$ cat config.mk
export PLATFORM = sky130hd
export DESIGN_NAME = tld_liu_data
export DESIGN_NICKNAME = d
export VERILOG_FILES = /design/src/core/tld_pkg.sv /design/src/core/tld_rx_if.sv /design/src/core/tld_los_mon.sv /design/src/core/tld_liu_data.sv
export SDC_FILE = /design/constraint.sdc
export NUM_CORES = 1
export LEC_CHECK = 0
export BUFFER_PORTS_ARGS = -buffer_cell sky130_fd_sc_hd__buf_4
export CAP_MARGIN = 20
export CORE_ASPECT_RATIO = 1.1
export CORE_MARGIN = 2
export CORE_UTILIZATION = 60
export DETAILED_ROUTE_END_ITERATION = 8
export GPL_ROUTABILITY_DRIVEN = 0
export PLACE_DENSITY = 0.83
export SYNTH_ARGS = -nofsm -noshare
export SYNTH_HDL_FRONTEND = slang
export SYNTH_HIERARCHICAL = 1
export SYNTH_SLANG_ARGS = --single-unit
$ cat constraint.sdc
create_clock -name clk -period 20.1 [get_ports clk]
set_clock_uncertainty 0.1 [all_clocks]
set_input_delay 1.005 -clock clk [delete_from_list [all_inputs] [get_ports clk]]
set_output_delay 1.005 -clock clk [all_outputs]
set_load 0.05 [all_outputs]
$ cat src/core/tld_pkg.sv
/*
  tld_pkg: shared constants for the t1/e1 line interface digital data side.
  assumes a single 25 MHz system clock; line-rate clocks arrive as sampled inputs.
*/
package tld_pkg;
  localparam int unsigned CLK_HZ            = 25000000;
  localparam int unsigned T1_RATE_HZ        = 1544000;
  localparam int unsigned E1_RATE_HZ        = 2048000;
  localparam int unsigned LOS_SPACES        = 175;
  localparam int unsigned LOS_MARKS         = 16;
  localparam int unsigned LOS_WINDOW        = 128;
  localparam int unsigned LOS_MAX_ZEROS     = 100;
  // tx clock deemed absent after this many system cycles without a falling edge
  localparam int unsigned TXCLK_LOSS_CYCLES = 64;
  // qrss: 2^20-1 prbs, taps 20 and 17
  localparam int unsigned QRSS_LEN          = 20;
  localparam logic [19:0] QRSS_SEED         = 20'hfffff;
  typedef enum logic [1:0] {TLD_SRC_NONE, TLD_SRC_TX, TLD_SRC_REF} tld_src_t;
endpackage : tld_pkg

$ cat src/core/tld_rx_if.sv
/*
  tld_rx_if: receive-side handshake between the top and the los monitor.
  assumes one clock domain; bit_stb marks one received bit period.
*/
`timescale 1ns/100ps
`default_nettype none
interface tld_rx_if;
  logic bit_stb;
  logic mark;
  logic loss;
  modport top (output bit_stb, output mark, input loss);
  modport mon (input bit_stb, input mark, output loss);
endinterface : tld_rx_if
`default_nettype wire

$ cat src/core/tld_los_mon.sv
/*
  tld_los_mon: loss-of-signal monitor counting received spaces and marks.
  assumes bit_stb is a one-cycle strobe per received bit.
*/
`timescale 1ns/100ps
`default_nettype none
module tld_los_mon #(
  parameter int unsigned WIN = tld_pkg::LOS_WINDOW
) (
  input  wire logic clk,
  input  wire logic rst,
  input  wire logic ce,
  tld_rx_if.mon     rx
);
  logic [WIN-1:0] hist_reg;
  logic [7:0]     zrun_reg;
  logic [7:0]     marks_cnt;
  logic           loss_reg;
  logic           zrun_ok_reg;

  always_comb
  begin
    marks_cnt = 8'h00;
    for (int i = 0; i < WIN; i++)
      marks_cnt = marks_cnt + {7'h00, hist_reg[i]};
  end

  always_ff @(posedge clk or posedge rst)
  begin
    if (rst)
    begin
      hist_reg    <= '0;
      zrun_reg    <= 8'h00;
      zrun_ok_reg <= 1'b0;
    end
    else if (ce && rx.bit_stb)
    begin
      hist_reg <= {hist_reg[WIN-2:0], rx.mark};
      if (rx.mark)
        zrun_reg <= 8'h00;
      else if (zrun_reg != 8'hff)
        zrun_reg <= zrun_reg + 8'h01;
      // window is clean until a run of 100 zeros appears, reset by a fresh window
      if (!rx.mark && zrun_reg + 8'h01 >= 8'(tld_pkg::LOS_MAX_ZEROS))
        zrun_ok_reg <= 1'b0;
      else if (rx.mark && marks_cnt == 8'h00)
        zrun_ok_reg <= 1'b1;
    end
  end

  always_ff @(posedge clk or posedge rst)
  begin
    if (rst)
      loss_reg <= 1'b1;
    else if (ce && rx.bit_stb)
    begin
      if (!rx.mark && zrun_reg + 8'h01 >= 8'(tld_pkg::LOS_SPACES))
        loss_reg <= 1'b1;
      else if (loss_reg && marks_cnt >= 8'(tld_pkg::LOS_MARKS) && zrun_ok_reg)
        loss_reg <= 1'b0;
    end
  end

  assign rx.loss = loss_reg;

  property p_los_set;
    @(posedge clk) disable iff (rst)
      (ce && rx.bit_stb && !rx.mark && zrun_reg == 8'(tld_pkg::LOS_SPACES - 1)) |=> loss_reg;
  endproperty
  a_los_set: assert property (p_los_set) else $error("loss not raised after 175 spaces");

  property p_los_hold;
    @(posedge clk) disable iff (rst)
      (loss_reg && marks_cnt < 8'(tld_pkg::LOS_MARKS)) |=> loss_reg;
  endproperty
  a_los_hold: assert property (p_los_hold) else $error("loss cleared with too few marks");
endmodule : tld_los_mon
`default_nettype wire

$ cat src/core/tld_liu_data.sv
/*
  tld_liu_data: digital data side of a t1/e1 line transceiver: error and violation
  insertion on transmit, rail / unipolar / violation outputs and recovered clock on receive.
  assumes all pins are synchronous to clk; line clocks are slow sampled levels.
*/
`timescale 1ns/100ps
`default_nettype none
module tld_liu_data #(
  parameter int unsigned TXCLK_LOSS = tld_pkg::TXCLK_LOSS_CYCLES
) (
  input  wire logic clk,
  input  wire logic rst,
  input  wire logic ce,
  input  wire logic host_mode_sel,
  input  wire logic qrss_mode,
  input  wire logic unipolar_mode,
  input  wire logic remote_loopback,
  input  wire logic rx_edge_select,
  input  wire logic tx_line_clock,
  input  wire logic reference_clock_in,
  input  wire logic tx_data_pos,
  input  wire logic tx_data_neg,
  input  wire logic error_insert_in,
  input  wire logic violation_insert_in,
  input  wire logic line_clock_in,
  input  wire logic line_pos_in,
  input  wire logic line_neg_in,
  output logic      tx_line_pos,
  output logic      tx_line_neg,
  output logic      rx_positive_rail,
  output logic      rx_negative_rail,
  output logic      rx_unipolar_data,
  output logic      rx_violation_flag,
  output logic      rx_recovered_clock,
  output logic      signal_loss_flag,
  output logic      tx_clock_absent
);
  tld_rx_if rxi ();

  logic        txc_d_reg;
  logic        refc_d_reg;
  logic        lnc_d_reg;
  logic [7:0]  txc_idle_reg;
  logic        tx_fall;
  logic        ref_fall;
  logic        samp;
  logic        err_d_reg;
  logic        bpv_d_reg;
  logic        err_pend_reg;
  logic        bpv_pend_reg;
  logic [19:0] prbs_reg;
  logic        last_pol_reg;
  logic        tx_bit;
  logic        ln_rise;
  logic        ln_fall;
  logic        rx_stb;
  logic        rx_mark;
  logic        rx_bpv;
  logic        rx_last_pol_reg;
  logic        host_reg;
  logic        out_clk_src;
  logic        clk_sw_reg;
  logic        use_ref_reg;
  logic        pos_s;
  logic        neg_s;
  logic        rx_launch;

  assign tx_fall  = txc_d_reg && !tx_line_clock;
  assign ref_fall = refc_d_reg && !reference_clock_in;
  assign ln_rise  = !lnc_d_reg && line_clock_in;
  assign ln_fall  = lnc_d_reg && !line_clock_in;

  always_ff @(posedge clk or posedge rst)
  begin
    if (rst)
    begin
      txc_d_reg  <= 1'b0;
      refc_d_reg <= 1'b0;
      lnc_d_reg  <= 1'b0;
    end
    else if (ce)
    begin
      txc_d_reg  <= tx_line_clock;
      refc_d_reg <= reference_clock_in;
      lnc_d_reg  <= line_clock_in;
    end
  end

  // missing tx clock: no falling edge for a fixed number of cycles
  always_ff @(posedge clk or posedge rst)
  begin
    if (rst)
    begin
      txc_idle_reg    <= 8'h00;
      tx_clock_absent <= 1'b1;
    end
    else if (ce)
    begin
      if (tx_fall)
      begin
        txc_idle_reg    <= 8'h00;
        tx_clock_absent <= 1'b0;
      end
      else if (txc_idle_reg == 8'(TXCLK_LOSS - 1))
        tx_clock_absent <= 1'b1;
      else
        txc_idle_reg <= txc_idle_reg + 8'h01;
    end
  end

  assign samp = tx_clock_absent ? ref_fall : tx_fall;

  // insertion requests: rising edge seen at the sampling edge, one pending each
  always_ff @(posedge clk or posedge rst)
  begin
    if (rst)
    begin
      err_d_reg    <= 1'b0;
      bpv_d_reg    <= 1'b0;
      err_pend_reg <= 1'b0;
      bpv_pend_reg <= 1'b0;
    end
    else if (ce && samp)
    begin
      err_d_reg    <= error_insert_in;
      bpv_d_reg    <= violation_insert_in;
      err_pend_reg <= qrss_mode && error_insert_in && !err_d_reg;
      // a request meeting a space waits for the next mark, so none is lost in the pattern
      bpv_pend_reg <= (violation_insert_in && !bpv_d_reg) ||
                      (bpv_pend_reg && (qrss_mode || unipolar_mode) && !tx_bit);
    end
  end

  assign tx_bit = qrss_mode ? (prbs_reg[19] ^ err_pend_reg) : (tx_data_pos | tx_data_neg);

  // transmit encoder; the pattern goes wherever the loopback sends this stream
  always_ff @(posedge clk or posedge rst)
  begin
    if (rst)
    begin
      prbs_reg     <= tld_pkg::QRSS_SEED;
      last_pol_reg <= 1'b0;
      tx_line_pos  <= 1'b0;
      tx_line_neg  <= 1'b0;
    end
    else if (ce && samp)
    begin
      prbs_reg <= {prbs_reg[18:0], prbs_reg[19] ^ prbs_reg[16]};
      if (qrss_mode || unipolar_mode)
      begin
        if (tx_bit)
        begin
          // violation repeats the previous polarity instead of alternating
          tx_line_pos  <= bpv_pend_reg ? last_pol_reg : !last_pol_reg;
          tx_line_neg  <= bpv_pend_reg ? !last_pol_reg : last_pol_reg;
          last_pol_reg <= bpv_pend_reg ? last_pol_reg : !last_pol_reg;
        end
        else
        begin
          tx_line_pos <= 1'b0;
          tx_line_neg <= 1'b0;
        end
      end
      else
      begin
        tx_line_pos <= tx_data_pos;
        tx_line_neg <= tx_data_neg;
      end
    end
  end

  // receive: remote loopback returns the transmit stream, carrying any inserted error
  assign pos_s   = remote_loopback ? tx_line_pos : line_pos_in;
  assign neg_s   = remote_loopback ? tx_line_neg : line_neg_in;
  assign rx_stb  = ln_rise;
  assign rx_mark = pos_s | neg_s;
  assign rx_bpv  = rx_mark && (pos_s == rx_last_pol_reg) && !(pos_s && neg_s);
  assign rx_launch = (host_reg && rx_edge_select) ? ln_rise : ln_fall;

  assign rxi.bit_stb = ce && rx_stb;
  assign rxi.mark    = rx_mark;

  tld_los_mon #(
    .WIN (tld_pkg::LOS_WINDOW)
  ) u_los (
    .clk (clk),
    .rst (rst),
    .ce  (ce),
    .rx  (rxi)
  );

  always_ff @(posedge clk or posedge rst)
  begin
    if (rst)
      host_reg <= 1'b0;
    else if (ce)
      host_reg <= host_mode_sel;
  end

  // data launched on the falling edge, opposite the valid edge, so it is settled there; host mode with rx_edge_select launches on the rising edge
  always_ff @(posedge clk or posedge rst)
  begin
    if (rst)
    begin
      rx_positive_rail  <= 1'b0;
      rx_negative_rail  <= 1'b0;
      rx_unipolar_data  <= 1'b0;
      rx_violation_flag <= 1'b0;
      rx_last_pol_reg   <= 1'b0;
      signal_loss_flag  <= 1'b1;
    end
    else if (ce)
    begin
      signal_loss_flag <= rxi.loss;
      if (rx_launch)
      begin
        rx_positive_rail <= unipolar_mode ? rx_mark : pos_s;
        rx_negative_rail <= unipolar_mode ? rx_bpv : neg_s;
        rx_unipolar_data <= rx_mark;
        rx_violation_flag <= unipolar_mode && rx_bpv;
        if (rx_mark && !rx_bpv)
          rx_last_pol_reg <= pos_s;
      end
    end
  end

  // clock switch only at a low phase of both sources: no runt pulse
  assign out_clk_src = use_ref_reg ? reference_clock_in : line_clock_in;

  always_ff @(posedge clk or posedge rst)
  begin
    if (rst)
    begin
      use_ref_reg        <= 1'b1;
      clk_sw_reg         <= 1'b1;
      rx_recovered_clock <= 1'b0;
    end
    else if (ce)
    begin
      clk_sw_reg <= rxi.loss;
      if (clk_sw_reg != use_ref_reg && !rx_recovered_clock && !reference_clock_in && !line_clock_in)
        use_ref_reg <= clk_sw_reg;
      rx_recovered_clock <= (clk_sw_reg != use_ref_reg) ? (rx_recovered_clock & out_clk_src) : out_clk_src;
    end
  end

  property p_err_one;
    @(posedge clk) disable iff (rst)
      (ce && samp && qrss_mode && error_insert_in && err_d_reg) |=> !err_pend_reg;
  endproperty
  a_err_one: assert property (p_err_one) else $error("held error request inserted twice");

  property p_bpv_one;
    @(posedge clk) disable iff (rst)
      (ce && samp && violation_insert_in && bpv_d_reg) |=> (!bpv_pend_reg || $past(bpv_pend_reg));
  endproperty
  a_bpv_one: assert property (p_bpv_one) else $error("held violation request inserted twice");

  property p_samp_src;
    @(posedge clk) disable iff (rst)
      (tx_clock_absent && ce && !ref_fall) |=> $stable(err_d_reg) && $stable(bpv_d_reg);
  endproperty
  a_samp_src: assert property (p_samp_src) else $error("sampled off reference clock edge");

  property p_txc_abs;
    @(posedge clk) disable iff (rst)
      (ce && tx_fall) |=> !tx_clock_absent;
  endproperty
  a_txc_abs: assert property (p_txc_abs) else $error("tx clock edge not recognised");

  property p_uni_flag;
    @(posedge clk) disable iff (rst)
      (ce && !unipolar_mode && !host_reg && ln_fall) |=> !rx_violation_flag;
  endproperty
  a_uni_flag: assert property (p_uni_flag) else $error("violation flag set in bipolar mode");

  property p_rail_nrz;
    @(posedge clk) disable iff (rst)
      (ce && !host_reg && !ln_fall) |=> $stable(rx_positive_rail) && $stable(rx_negative_rail);
  endproperty
  a_rail_nrz: assert property (p_rail_nrz) else $error("rail changed away from launch edge");

  property p_clk_glitch;
    @(posedge clk) disable iff (rst)
      (ce && clk_sw_reg != use_ref_reg && !rx_recovered_clock) |=> !rx_recovered_clock;
  endproperty
  a_clk_glitch: assert property (p_clk_glitch) else $error("recovered clock pulsed during switch");

  property p_mode_pin;
    @(posedge clk) disable iff (rst)
      ce |=> host_reg == $past(host_mode_sel);
  endproperty
  a_mode_pin: assert property (p_mode_pin) else $error("mode select not followed");

  property p_rail_rise;
    @(posedge clk) disable iff (rst)
      (ce && host_reg && rx_edge_select && !ln_rise) |=> $stable(rx_positive_rail) && $stable(rx_negative_rail);
  endproperty
  a_rail_rise: assert property (p_rail_rise) else $error("rail changed away from rising launch edge");

  property p_rail_pol;
    @(posedge clk) disable iff (rst)
      (ce && rx_launch && !unipolar_mode) |=> rx_positive_rail == $past(pos_s) && rx_negative_rail == $past(neg_s);
  endproperty
  a_rail_pol: assert property (p_rail_pol) else $error("rail does not match received pulse polarity");

  property p_uni_data;
    @(posedge clk) disable iff (rst)
      (ce && rx_launch) |=> rx_unipolar_data == $past(rx_mark);
  endproperty
  a_uni_data: assert property (p_uni_data) else $error("unipolar data does not match received mark");

  property p_flag_set;
    @(posedge clk) disable iff (rst)
      (ce && rx_launch && unipolar_mode && rx_bpv) |=> rx_violation_flag;
  endproperty
  a_flag_set: assert property (p_flag_set) else $error("received violation not flagged");

  property p_qrss_bpv;
    @(posedge clk) disable iff (rst)
      (ce && samp && qrss_mode && bpv_pend_reg && tx_bit) |=> tx_line_pos == $past(last_pol_reg);
  endproperty
  a_qrss_bpv: assert property (p_qrss_bpv) else $error("violation not placed in pattern");

  property p_rclk_line;
    @(posedge clk) disable iff (rst)
      (ce && !use_ref_reg && clk_sw_reg == use_ref_reg) |=> rx_recovered_clock == $past(line_clock_in);
  endproperty
  a_rclk_line: assert property (p_rclk_line) else $error("recovered clock not following line clock");

  c_err:  cover property (@(posedge clk) disable iff (rst) err_pend_reg && qrss_mode);
  c_bpv:  cover property (@(posedge clk) disable iff (rst) bpv_pend_reg && samp);
  c_los:  cover property (@(posedge clk) disable iff (rst) $fell(signal_loss_flag));
  c_swch: cover property (@(posedge clk) disable iff (rst) $changed(use_ref_reg));
  c_rise: cover property (@(posedge clk) disable iff (rst) host_reg && rx_edge_select && ln_rise);
endmodule : tld_liu_data
`default_nettype wire

# Yosys cells after proc, flatten, opt, wreduce, memory -nomap -nowiden

Index checks and enable logic that the tools add are counted.

Add/sub/neg operators: 129
Magnitude comparators: 3
Eq/ne operators: 5
Mux-type cells: 25
Bitwise logic cells: 5
Reductions and logical operators: 54

Operator list:

| operator              | count |
|---|---|
| $add A8 B1 Y8         | 126 |
| $mux W8               | 4 |
| $logic_and A1 B1 Y1   | 26 |
| $mux W1               | 21 |
| $add A8 B1 Y8 const B | 2 |
| $reduce_and A2 Y1     | 7 |
| $logic_not A1 Y1      | 12 |
| $eq A8 B6 Y1 const B  | 1 |
| $ge A8 B5 Y1 const B  | 1 |
| $ge A8 B7 Y1 const B  | 1 |
| $ge A8 B8 Y1 const B  | 1 |
| $logic_not A8 Y1      | 1 |
| $ne A8 B8 Y1 const B  | 1 |
| $reduce_bool A2 Y1    | 4 |
| $reduce_and A3 Y1     | 2 |
| $add A1 B1 Y2         | 1 |
| $logic_or A1 B1 Y1    | 2 |
| $ne A2 B2 Y1 const B  | 1 |
| $or A1 B1 Y1          | 2 |
| $xor A1 B1 Y1         | 2 |
| $and A1 B1 Y1         | 1 |
| $eq A1 B1 Y1          | 1 |
| $ne A1 B1 Y1          | 1 |

Flip-flop bits (word level): 186
Input port bits: 17
Output and inout port bits: 9
Word-level logic and storage cells: 247

# Depth between registers and ports, before layout

Gate-level depths: netlist of the first run.

Word-level depth: 132
Mapped depth: 26
Mapped depth without buffers: 26

# By module

The synthesis of the first run kept the hierarchy.

By module, submodules not included:

| module       | times used | cells each | area an instance (µm²) | seq. area each (µm²) |
|---|---|---|---|---|
| tld_los_mon  | 1          | 870        | 8,655.8                | 3,454.6 |
| tld_liu_data | 1          | 182        | 2,242.2                | 1,229.9 |

# Worst setup path after synthesis of the first run

OpenSTA, ideal clock, no wires.

Path kind: reg2reg
From: reg u_los.hist_reg[119]
To: reg u_los.zrun_ok_reg
Library setup time: 0.067 ns
Data arrival time: 6.873 ns
Path slack: 13.061 ns
Stages on the path, launching flop included: 27
Path buffers: 0
Clock period less this slack: 7.039 ns
Cell sequence: dfrtp_1 > fa_1 > inv_1 > fa_1 > inv_1 > fa_1 > inv_1 > fa_1 > fa_1 > inv_1 > fa_1 > inv_1 > fa_1 > inv_1 > fa_1 > inv_1 > fa_1 > fa_1 > inv_1 > ha_1 > inv_1 > fa_1 > nor2b_1 > and3_1 > mux2i_1 > o41ai_1 > and3b_1

Longest elaborated chain between the ends: 13

Ends and longest elaborated chain:

| element                      | RTL line          | RTL |
|---|---|---|
| from (decl)                  | tld_los_mon.sv:15 | `logic [WIN-1:0] hist_reg;` |
| from (signal assigned)       | tld_los_mon.sv:38 | `hist_reg <= {hist_reg[WIN-2:0], rx.mark};` |
| $add A8 B1 Y8 (9 in series)  | tld_los_mon.sv:25 | `marks_cnt = marks_cnt + {7'h00, hist_reg[i]};` |
| $logic_not A8 Y1             | tld_los_mon.sv:46 | `else if (rx.mark && marks_cnt == 8'h00)` |
| $logic_and A1 B1 Y1          | tld_los_mon.sv:46 |  |
| $reduce_bool A2 Y1 (no line) | --                |  |
| $reduce_and A2 Y1 (no line)  | --                |  |
| to (signal assigned)         | tld_los_mon.sv:34 | `zrun_ok_reg <= 1'b0;` |
| to (signal assigned)         | tld_los_mon.sv:45 | `zrun_ok_reg <= 1'b0;` |
| to (signal assigned)         | tld_los_mon.sv:47 | `zrun_ok_reg <= 1'b1;` |
| to (decl)                    | tld_los_mon.sv:19 | `logic zrun_ok_reg;` |

Every way passes these cells.
A chain may end at the register's enable or synchronous reset.

# Worst setup path after layout of the first run

From: reg u_los.hist_reg[29]
To: reg u_los.zrun_ok_reg

Longest elaborated chain between the ends: 103

Ends and longest elaborated chain:

| element                      | RTL line |
|---|---|
| $add A8 B1 Y8 (99 in series) | tld_los_mon.sv:25 |
| $logic_not A8 Y1             | tld_los_mon.sv:46 |
| $logic_and A1 B1 Y1          | tld_los_mon.sv:46 |
| $reduce_bool A2 Y1 (no line) | -- |
| $reduce_and A2 Y1 (no line)  | -- |

Every way passes these cells.

==> flow_summary.json, run 1 <==
{
  "path_max_fanout": 3,
  "required_ps": 20380,
  "clock-sinks": 186,
  "synth_enable_flop_cells": 0,
  "status": "completed",
  "fin_cells": 1314,
  "cts_htree_levels": 4,
  "r2r_slack_ps": 12540,
  "critPathArrivalTime_ps": 7840,
  "synth_flop_cell": "dfrtp_1",
  "critPathBufInv": 4,
  "grt_pass1_vias": 7541,
  "drt_pre_antenna_iters": 5,
  "max_freq_mhz": 132,
  "cts-root-buf": "clkbuf_16",
  "tns_ps": 0,
  "met2WireLength_um": 11100,
  "synth_seq_area_share": 0.430,
  "r2r_cells": 20,
  "path_cells": "fa_1 -> inv_1 -> fa_1 -> inv_1 -> fa_1 -> inv_1 -> fa_1 -> fa_1 -> fa_1 -> fa_1 -> fa_1 -> fa_1 -> fa_1 -> inv_1 -> ha_1 -> a211oi_1 -> and3_1 -> mux2i_1 -> o41ai_1 -> and3b_1",
  "cts-buffers-inserted": 17,
  "cts_resized": 0,
  "antenna_found_initial": 0,
  "largest_register_ffs": 128,
  "fin_crit_sh": 0.376,
  "initial_utilization": 0.614,
  "vias_per_cell": 5.34,
  "worstSetupStartpointType": "register",
  "mostFrequentLayoutCell": "nand2_1",
  "min_period_ps": 7560,
  "drive_above_1_share": 0.123,
  "n_fill_cell": 1314,
  "reg2reg_to": "u_los/zrun_ok_reg$_DFFE_PP0P_",
  "holdBufCountCts": 0,
  "max_stage_delay_ps": 600,
  "diodes": 0,
  "std_cell_rows": 51,
  "cts_tree": "built",
  "grt_usage": 0.242,
  "min-delay-start": "u_los/hist_reg[98]$_DFFE_PP0P_",
  "rsz0062_at_grt": "no",
  "async_flop_share": 1.00,
  "drc": 0,
  "mostFrequentLayoutCells": "nand2_1, inv_1, dfrtp_1, fa_1, o21ai_0",
  "synth.avg_cell_area_um2": 10.4,
  "wl_met1_um": 8670,
  "relSlewSlack": 0.393,
  "die_area_um2": 19300,
  "postRouteWirelength_um": 21300,
  "cap_violations": 0,
  "detailed_place_hpwl_um": 15000,
  "vias": 7015,
  "cts_setup_buffers": 0,
  "hold_class": "reg2reg",
  "cts.clk_slew.worst_paths_ps": 70,
  "crit_end": "u_los/zrun_ok_reg$_DFFE_PP0P_",
  "synthDistinctLibCells": 60,
  "path_depth": 20,
  "clk_latency_ps": 450,
  "io_pins": 26,
  "ff_latch_area_um2": 4680,
  "placement.io_buffers": 25,
  "ys_seq_elements": 186,
  "crit_path_top_delay_cell": "fa_1",
  "drt_iter0_markers": 421,
  "tightestPinTransition_ps": 911,
  "top_layer": "met4",
  "nNetsFinal": 1223,
  "path_class": "reg2reg",
  "wl_met3_um": 743,
  "syn2layout_area_growth_pct": 8.94,
  "die_y_um": 145,
  "slew_viol_final": 0,
  "grt_overflow": 0,
  "core_region_area_um2": 17700,
  "critPathCaptureType": "register",
  "worstSetupStartpoint": "u_los/hist_reg[29]$_DFFE_PP0P_",
  "place_inst": 1281,
  "finalSetupViolations": 0,
  "clock_path_buffers": 2,
  "cp_common_cell": "fa_1",
  "cp_top_family": "adder cells",
  "ant_nets": 0,
  "syn_nets": 1212,
  "finalHoldViolCount": 0,
  "avgRoutedWirePerCell_um": 16.2,
  "yosys_warnings": 6,
  "grt_first_pass_wirelength_um": 36700,
  "r2r-start": "u_los/hist_reg[29]$_DFFE_PP0P_",
  "syn-instance-count": 1052,
  "syn_area_um2": 10900,
  "fin_util": 0.669,
  "multi_input_area_um2": 5300,
  "fp.dieW_um": 133,
  "grt_max_degree": 109
}
## cells in the mapped netlist (all sizes together) (2+ instances only)
master	count	share of area
a211oi	2	0.0014
a21o	2	0.0014
a21oi	13	0.0060
a221oi	2	0.0016
a22o	3	0.0024
and2	5	0.0032
and3	5	0.0033
and4	2	0.0017
and4b	2	0.0018
buf	10	0.0067
clkbuf	28	0.0096
dfrtp	162	0.37
dfstp	24	0.058
fa	115	0.21
ha	28	0.032
inv	198	0.068
mux2	32	0.034
mux2i	7	0.0064
nand2	213	0.073
nand2b	4	0.0023
nand3	6	0.0032
nand4	4	0.0029
nor2	20	0.0071
nor2b	2	0.0011
nor3	9	0.0041
nor4	4	0.0037
o21ai	111	0.051
o22ai	4	0.0023
o31ai	4	0.0028
xnor2	8	0.0064
xor2	6	0.0048
## worst min-delay path, cell delays in order, from the launching register on
cell and delay (ps):
dfrtp_1 350, nand2_1 50, o21ai_0 60
## layer usage
metal	track usage	up-vias
li1	-	3291
met1	0.305	3514
met5	0	-
met4	0.101	0
met3	0.0456	49
met2	0.412	161
## per-stage QoR
| stage | instance area (µm²) | hold WS (ps) | worst slack (ps) |
|---|---|---|---|
| finish | 11900 | 382 | 12540 |
| global placement | 11300 | 350 | 12840 |
| CTS | 11800 | 386 | 12580 |
| detailed placement | 11300 | 366 | 12660 |
| global route | 11900 | 408 | 12180 |
| floorplan | 10900 | 329 | 13060 |
## area by class of cell
class	count	share of cell area
timing repair buffer	30	0.0207
clock inverter	14	0.0121
sequential	186	0.395
inverter	198	0.0630
tap	238	0.0251
multi-input combinational	630	0.447
clock buffer	18	0.0379
## worst min path at each step
stage | end | slack [ps] | cells past startpoint
detailed placement | u_los/hist_reg[100]$_DFFE_PP0P_ | 370 | 2
global placement | err_pend_reg$_DFFE_PP0P_ | 350 | 1
finish | u_los/hist_reg[99]$_DFFE_PP0P_ | 380 | 2
CTS | err_pend_reg$_DFFE_PP0P_ | 390 | 1
global route | err_pend_reg$_DFFE_PP0P_ | 410 | 1
floorplan | err_pend_reg$_DFFE_PP0P_ | 330 | 1
## logic make-up (layout without fill, tap and decap cells)
family                     Yosys count  in the layout  share of synthesized area
DFF                                186            186                      0.430
buffers and inverters              236            260                     0.0845
AOI/OAI and AO/OA                  153            153                     0.0778
and+or+nand+nor                    281            281                      0.113
xor gates and xnor gates            14             14                     0.0113
muxes                               39             39                     0.0405
adders and majority gates          143            143                      0.243
Power of run 1 is not shown: default switching activity piles up to over one toggle a cycle in this logic, so the estimate is an artifact.
==> run 2, diff against run 1 <==
Clock period 20.1 ns to 7.5 ns, I/O delays scaled along.
==> run 2 against run 1 <==
  * The flow now finishes with violations (negative hold slack)
  * Flip-flop and latch count unchanged
  * Critical path depth unchanged
  * Sequential share of layout area decreased by 0.12 points
  * First-iteration DRC count increased by 29%
  * Worst hold slack got worse by 390 ps
  * Critical path type unchanged
==> flow_summary.json, run 2 (same netlist as run 1, synthesis figures left out) <==
{
  "critPathArrivalTime_ps": 7690,
  "die_y_um": 145,
  "antenna_found_initial": 0,
  "min_period_ps": 7420,
  "status": "finished with violations",
  "ant_nets": 0,
  "r2r-start": "u_los/hist_reg[29]$_DFFE_PP0P_",
  "reg2reg_to": "u_los/zrun_ok_reg$_DFFE_PP0P_",
  "largest_register_ffs": 128,
  "core_region_area_um2": 17700,
  "path_class": "reg2reg",
  "max_freq_mhz": 135,
  "rsz0062_at_grt": "yes",
  "drc": 0,
  "crit_path_top_delay_cell": "fa_1",
  "tns_ps": 0,
  "cap_violations": 0,
  "hold_class": "in2async",
  "path_max_fanout": 3,
  "initial_utilization": 0.614,
  "std_cell_rows": 51,
  "relSlewSlack": 0.406,
  "placement.io_buffers": 25,
  "detailed_place_hpwl_um": 15000,
  "mostFrequentLayoutCells": "nand2_1, inv_1, dfrtp_1, fa_1, o21ai_0",
  "tightestPinTransition_ps": 892,
  "r2r_cells": 20,
  "postRouteWirelength_um": 21300,
  "clock_path_buffers": 2,
  "required_ps": 7770,
  "drive_above_1_share": 0.132,
  "clock-sinks": 186,
  "grt_pass1_vias": 7507,
  "hold_slack_ps": -5.00,
  "cts_tree": "built",
  "grt_max_degree": 109,
  "die_area_um2": 19300,
  "critPathCaptureType": "register",
  "r2r_slack_ps": 80,
  "cts_htree_levels": 4,
  "finalSetupViolations": 0,
  "grt_overflow": 0,
  "cts-buffers-inserted": 17,
  "fin_crit_sh": 0.990,
  "diodes": 0,
  "cp_common_cell": "fa_1",
  "vias": 7021,
  "syn2layout_area_growth_pct": 9.28,
  "worstSetupStartpointType": "register",
  "drt_pre_antenna_iters": 5,
  "max_stage_delay_ps": 620,
  "drt_iter0_markers": 545,
  "mostFrequentLayoutCell": "nand2_1",
  "grt_first_pass_wirelength_um": 36700,
  "avgRoutedWirePerCell_um": 16.2,
  "path_cells": "fa_1 -> inv_1 -> fa_1 -> inv_1 -> fa_1 -> inv_1 -> fa_1 -> fa_1 -> fa_1 -> fa_1 -> fa_1 -> fa_1 -> fa_1 -> inv_1 -> ha_1 -> a211oi_2 -> and3_1 -> mux2i_1 -> o41ai_1 -> and3b_1",
  "slew_viol_final": 0,
  "n_fill_cell": 1324,
  "cts.clk_slew.worst_paths_ps": 80,
  "nNetsFinal": 1225,
  "vias_per_cell": 5.34,
  "clk_latency_ps": 450,
  "finalHoldViolCount": 3,
  "cts-root-buf": "clkbuf_16",
  "fp.dieW_um": 133,
  "grt_usage": 0.241,
  "failed_checks": "negative hold slack",
  "io_pins": 26
}
## run 2: cell types whose count changed in the layout (fill, tap and decap cells not counted), moves of 2 or more
cell,before,now
inv_2,0,3
fa_2,0,2
inv_1,196,193
buf_4,29,31
fa_1,115,113
## run 2: layout make-up
class	count	area, µm²	share of cell area
Clock inverter	14	145	0.0122
Tap cell	238	298	0.0250
Clock buffer	18	450	0.0378
Multi-Input combinational cell	630	5320	0.447
Inverter	198	748	0.0628
Timing Repair Buffer	32	260	0.0219
Sequential cell	186	4680	0.393
## run 2: routing by layer
layer | part of all wire | global-route usage
met4 | 0.027 | 0.0957
met1 | 0.40 | 0.302
met5 | 0 | 0
met3 | 0.038 | 0.0495
met2 | 0.53 | 0.415
## run 2: how the worst max path moves through the flow
stage	start	to	cells past startpoint
global placement	u_los/hist_reg[83]$_DFFE_PP0P_	u_los/zrun_ok_reg$_DFFE_PP0P_	24
CTS	u_los/hist_reg[83]$_DFFE_PP0P_	u_los/zrun_ok_reg$_DFFE_PP0P_	24
finish	u_los/hist_reg[29]$_DFFE_PP0P_	u_los/zrun_ok_reg$_DFFE_PP0P_	20
floorplan	u_los/hist_reg[119]$_DFFE_PP0P_	u_los/zrun_ok_reg$_DFFE_PP0P_	26
global route	u_los/hist_reg[29]$_DFFE_PP0P_	u_los/zrun_ok_reg$_DFFE_PP0P_	22
detailed placement	u_los/hist_reg[77]$_DFFE_PP0P_	u_los/zrun_ok_reg$_DFFE_PP0P_	26
## run 2: timing repair
action / 4_1_cts / 5_1_grt
setup buffers: 0 / 2
resized for setup: 3 / 7
hold buffers: 0 / 0
pin swaps: 1 / 5
endpoints found under the setup margin: 1 / 2
endpoints found under the hold margin: 0 / 0
## run 2: through the flow
stage                     utilization  area, µm²  instances  setup slack (ps)
after floorplan                     -      10900       1052               461
after global placement          0.634      11300       1281               240
after detailed placement        0.634      11300       1281              33.4
after CTS                       0.668      11900       1313              97.3
after global routing            0.671      11900       1316              -178
final                           0.671      11900       1316              78.6
## run 2: critical path, delay by kind of cell, from the launching register on
kind	cells	cell delay, ps
adders and majority gates	11	5490
AOI/OAI and AO/OA	2	590
DFF	1	430
and+or+nand+nor	2	400
buffers and inverters	4	240
muxes	1	90
Power of run 2 is left out for the same reason.
==> run 3, diff against run 2 <==
Settings changed: RECOVER_POWER from default to 50.
==> run 3 against run 2 <==
  * The run ends with max-capacitance violations, max-slew violations left
  * Maximum frequency fell by 0.12%
  * Via count rose by 0.88%
  * Non-clock buffer count unchanged
  * Worst hold slack gained 69 ps
  * Routed wire length is 0.17% higher
  * Core utilization is 0.23 points lower
  * Critical endpoint unchanged
  * Largest cell class unchanged
==> flow_summary.json, run 3 (same netlist as run 1, synthesis figures left out) <==
{
  "avgRoutedWirePerCell_um": 16.2,
  "worstSetupStartpointType": "register",
  "cts-buffers-inserted": 17,
  "path_max_fanout": 3,
  "cts_tree": "built",
  "reg2reg_to": "u_los/zrun_ok_reg$_DFFE_PP0P_",
  "cts.clk_slew.worst_paths_ps": 80,
  "finalSetupViolations": 0,
  "drc": 0,
  "grt_usage": 0.241,
  "fin_crit_sh": 0.991,
  "nNetsFinal": 1225,
  "drive_above_1_share": 0.122,
  "cap_violations": 3,
  "max_stage_delay_ps": 630,
  "critPathArrivalTime_ps": 7700,
  "rsz0062_at_grt": "yes",
  "grt_pass1_vias": 7507,
  "path_class": "reg2reg",
  "cts-root-buf": "clkbuf_16",
  "largest_register_ffs": 128,
  "ant_nets": 0,
  "clock-sinks": 186,
  "antenna_found_initial": 0,
  "drt_pre_antenna_iters": 5,
  "min_period_ps": 7430,
  "die_area_um2": 19300,
  "drt_iter0_markers": 509,
  "cts_htree_levels": 4,
  "io_pins": 26,
  "r2r_slack_ps": 70,
  "grt_first_pass_wirelength_um": 36700,
  "required_ps": 7770,
  "r2r-start": "u_los/hist_reg[29]$_DFFE_PP0P_",
  "cp_top_family": "adder cells",
  "clock_path_buffers": 2,
  "holdPathStages": 2,
  "setup_ws_ps": 69.6,
  "crit_path_top_delay_cell": "fa_1",
  "place_ws_ps": 33.4,
  "detailed_place_hpwl_um": 15000,
  "finalHoldViolCount": 0,
  "failed_checks": "max-capacitance violations, max-slew violations",
  "slew_viol_final": 190,
  "fp.dieW_um": 133,
  "postRouteWirelength_um": 21300,
  "diodes": 0,
  "mostFrequentLayoutCell": "nand2_1",
  "vias_per_cell": 5.38,
  "critPathBufInv": 4,
  "std_cell_rows": 51,
  "r2r_cells": 20,
  "fin_cells": 1316,
  "place_inst": 1281,
  "die_y_um": 145,
  "clk_latency_ps": 450,
  "placement.io_buffers": 25,
  "tightestPinTransition_ps": 4200,
  "max_freq_mhz": 135,
  "min-delay-start": "host_mode_sel",
  "grt_overflow": 0,
  "vias": 7083,
  "status": "finished with violations",
  "path_cells": "fa_1 -> inv_1 -> fa_1 -> inv_1 -> fa_1 -> inv_1 -> fa_1 -> fa_1 -> fa_1 -> fa_1 -> fa_1 -> fa_1 -> fa_1 -> inv_1 -> ha_1 -> a211oi_2 -> and3_1 -> mux2i_1 -> o41ai_1 -> and3b_1",
  "initial_utilization": 0.614,
  "critPathCaptureType": "register",
  "mostFrequentLayoutCells": "nand2_1, inv_1, dfrtp_1, fa_1, o21ai_0",
  "hold_class": "in2reg",
  "whs_endpoint": "host_reg$_DFFE_PP0P_",
  "relSlewSlack": -1.81,
  "grt_max_degree": 109,
  "cp_common_cell": "fa_1",
  "core_region_area_um2": 17700,
  "syn2layout_area_growth_pct": 8.90
}
run 3: cell types whose count changed in the layout (fill, tap and decap cells not counted):
cell and change:
clkbuf_1 +10, clkinvlp_2 +1, inv_6 -1, dfstp_1 +1, dfstp_2 -1, buf_4 -10
run 3: worst max-delay path by stage:
stage                     slack [ps]                            start                            end  depth (start not counted)
final                             70   u_los/hist_reg[29]$_DFFE_PP0P_  u_los/zrun_ok_reg$_DFFE_PP0P_                         20
after global placement           240   u_los/hist_reg[83]$_DFFE_PP0P_  u_los/zrun_ok_reg$_DFFE_PP0P_                         24
after detailed placement          30   u_los/hist_reg[77]$_DFFE_PP0P_  u_los/zrun_ok_reg$_DFFE_PP0P_                         26
after global routing            -180   u_los/hist_reg[29]$_DFFE_PP0P_  u_los/zrun_ok_reg$_DFFE_PP0P_                         22
after floorplan                  460  u_los/hist_reg[119]$_DFFE_PP0P_  u_los/zrun_ok_reg$_DFFE_PP0P_                         26
after CTS                        100   u_los/hist_reg[83]$_DFFE_PP0P_  u_los/zrun_ok_reg$_DFFE_PP0P_                         24
run 3: layer usage:
layer	track usage	vias to the layer above	wire length, µm
met4	0.0957	0	646
li1	-	3296	-
met5	0	-	0
met3	0.0495	48	887
met2	0.415	184	11200
met1	0.302	3555	8530
run 3: layout make-up:
class	instances	area, µm²
inverter	198	744
tap	238	298
clock buffer	18	450
fill	1341	5870
clock inverter	14	145
multi-input combinational	630	5320
timing repair buffer	32	223
sequential	186	4680
run 3: what timing repair did:
item / CTS / global route
endpoints found under the hold margin: 0 / 0
resized for setup: 3 / 7
setup endpoints to repair: 1 / 2
setup buffers: 0 / 2
pin swaps: 1 / 5
hold buffers: 0 / 0
run 3: metrics by stage:
stage | util | area [µm²] | hold slack [ps] | TNS [ps]
after floorplan | - | 10900 | 329 | 0
after global placement | 0.634 | 11300 | 350 | 0
after detailed placement | 0.634 | 11300 | 366 | 0
after CTS | 0.668 | 11900 | 7.52 | 0
after global routing | 0.669 | 11900 | 54.5 | -221
final | 0.669 | 11900 | 64.2 | 0
run 3: worst register-to-register path, stage by stage (launching register included):
cell and delay (ps):
dfrtp_1 420, fa_1 540, inv_1 60, fa_1 480, inv_1 50, fa_1 500
inv_1 50, fa_1 390, fa_1 600, fa_1 470, fa_1 590, fa_1 460
fa_1 530, fa_1 630, inv_1 80, ha_1 310, a211oi_2 280, and3_1 210
mux2i_1 90, o41ai_1 320, and3b_1 200
Power of run 3 is left out for the same reason.
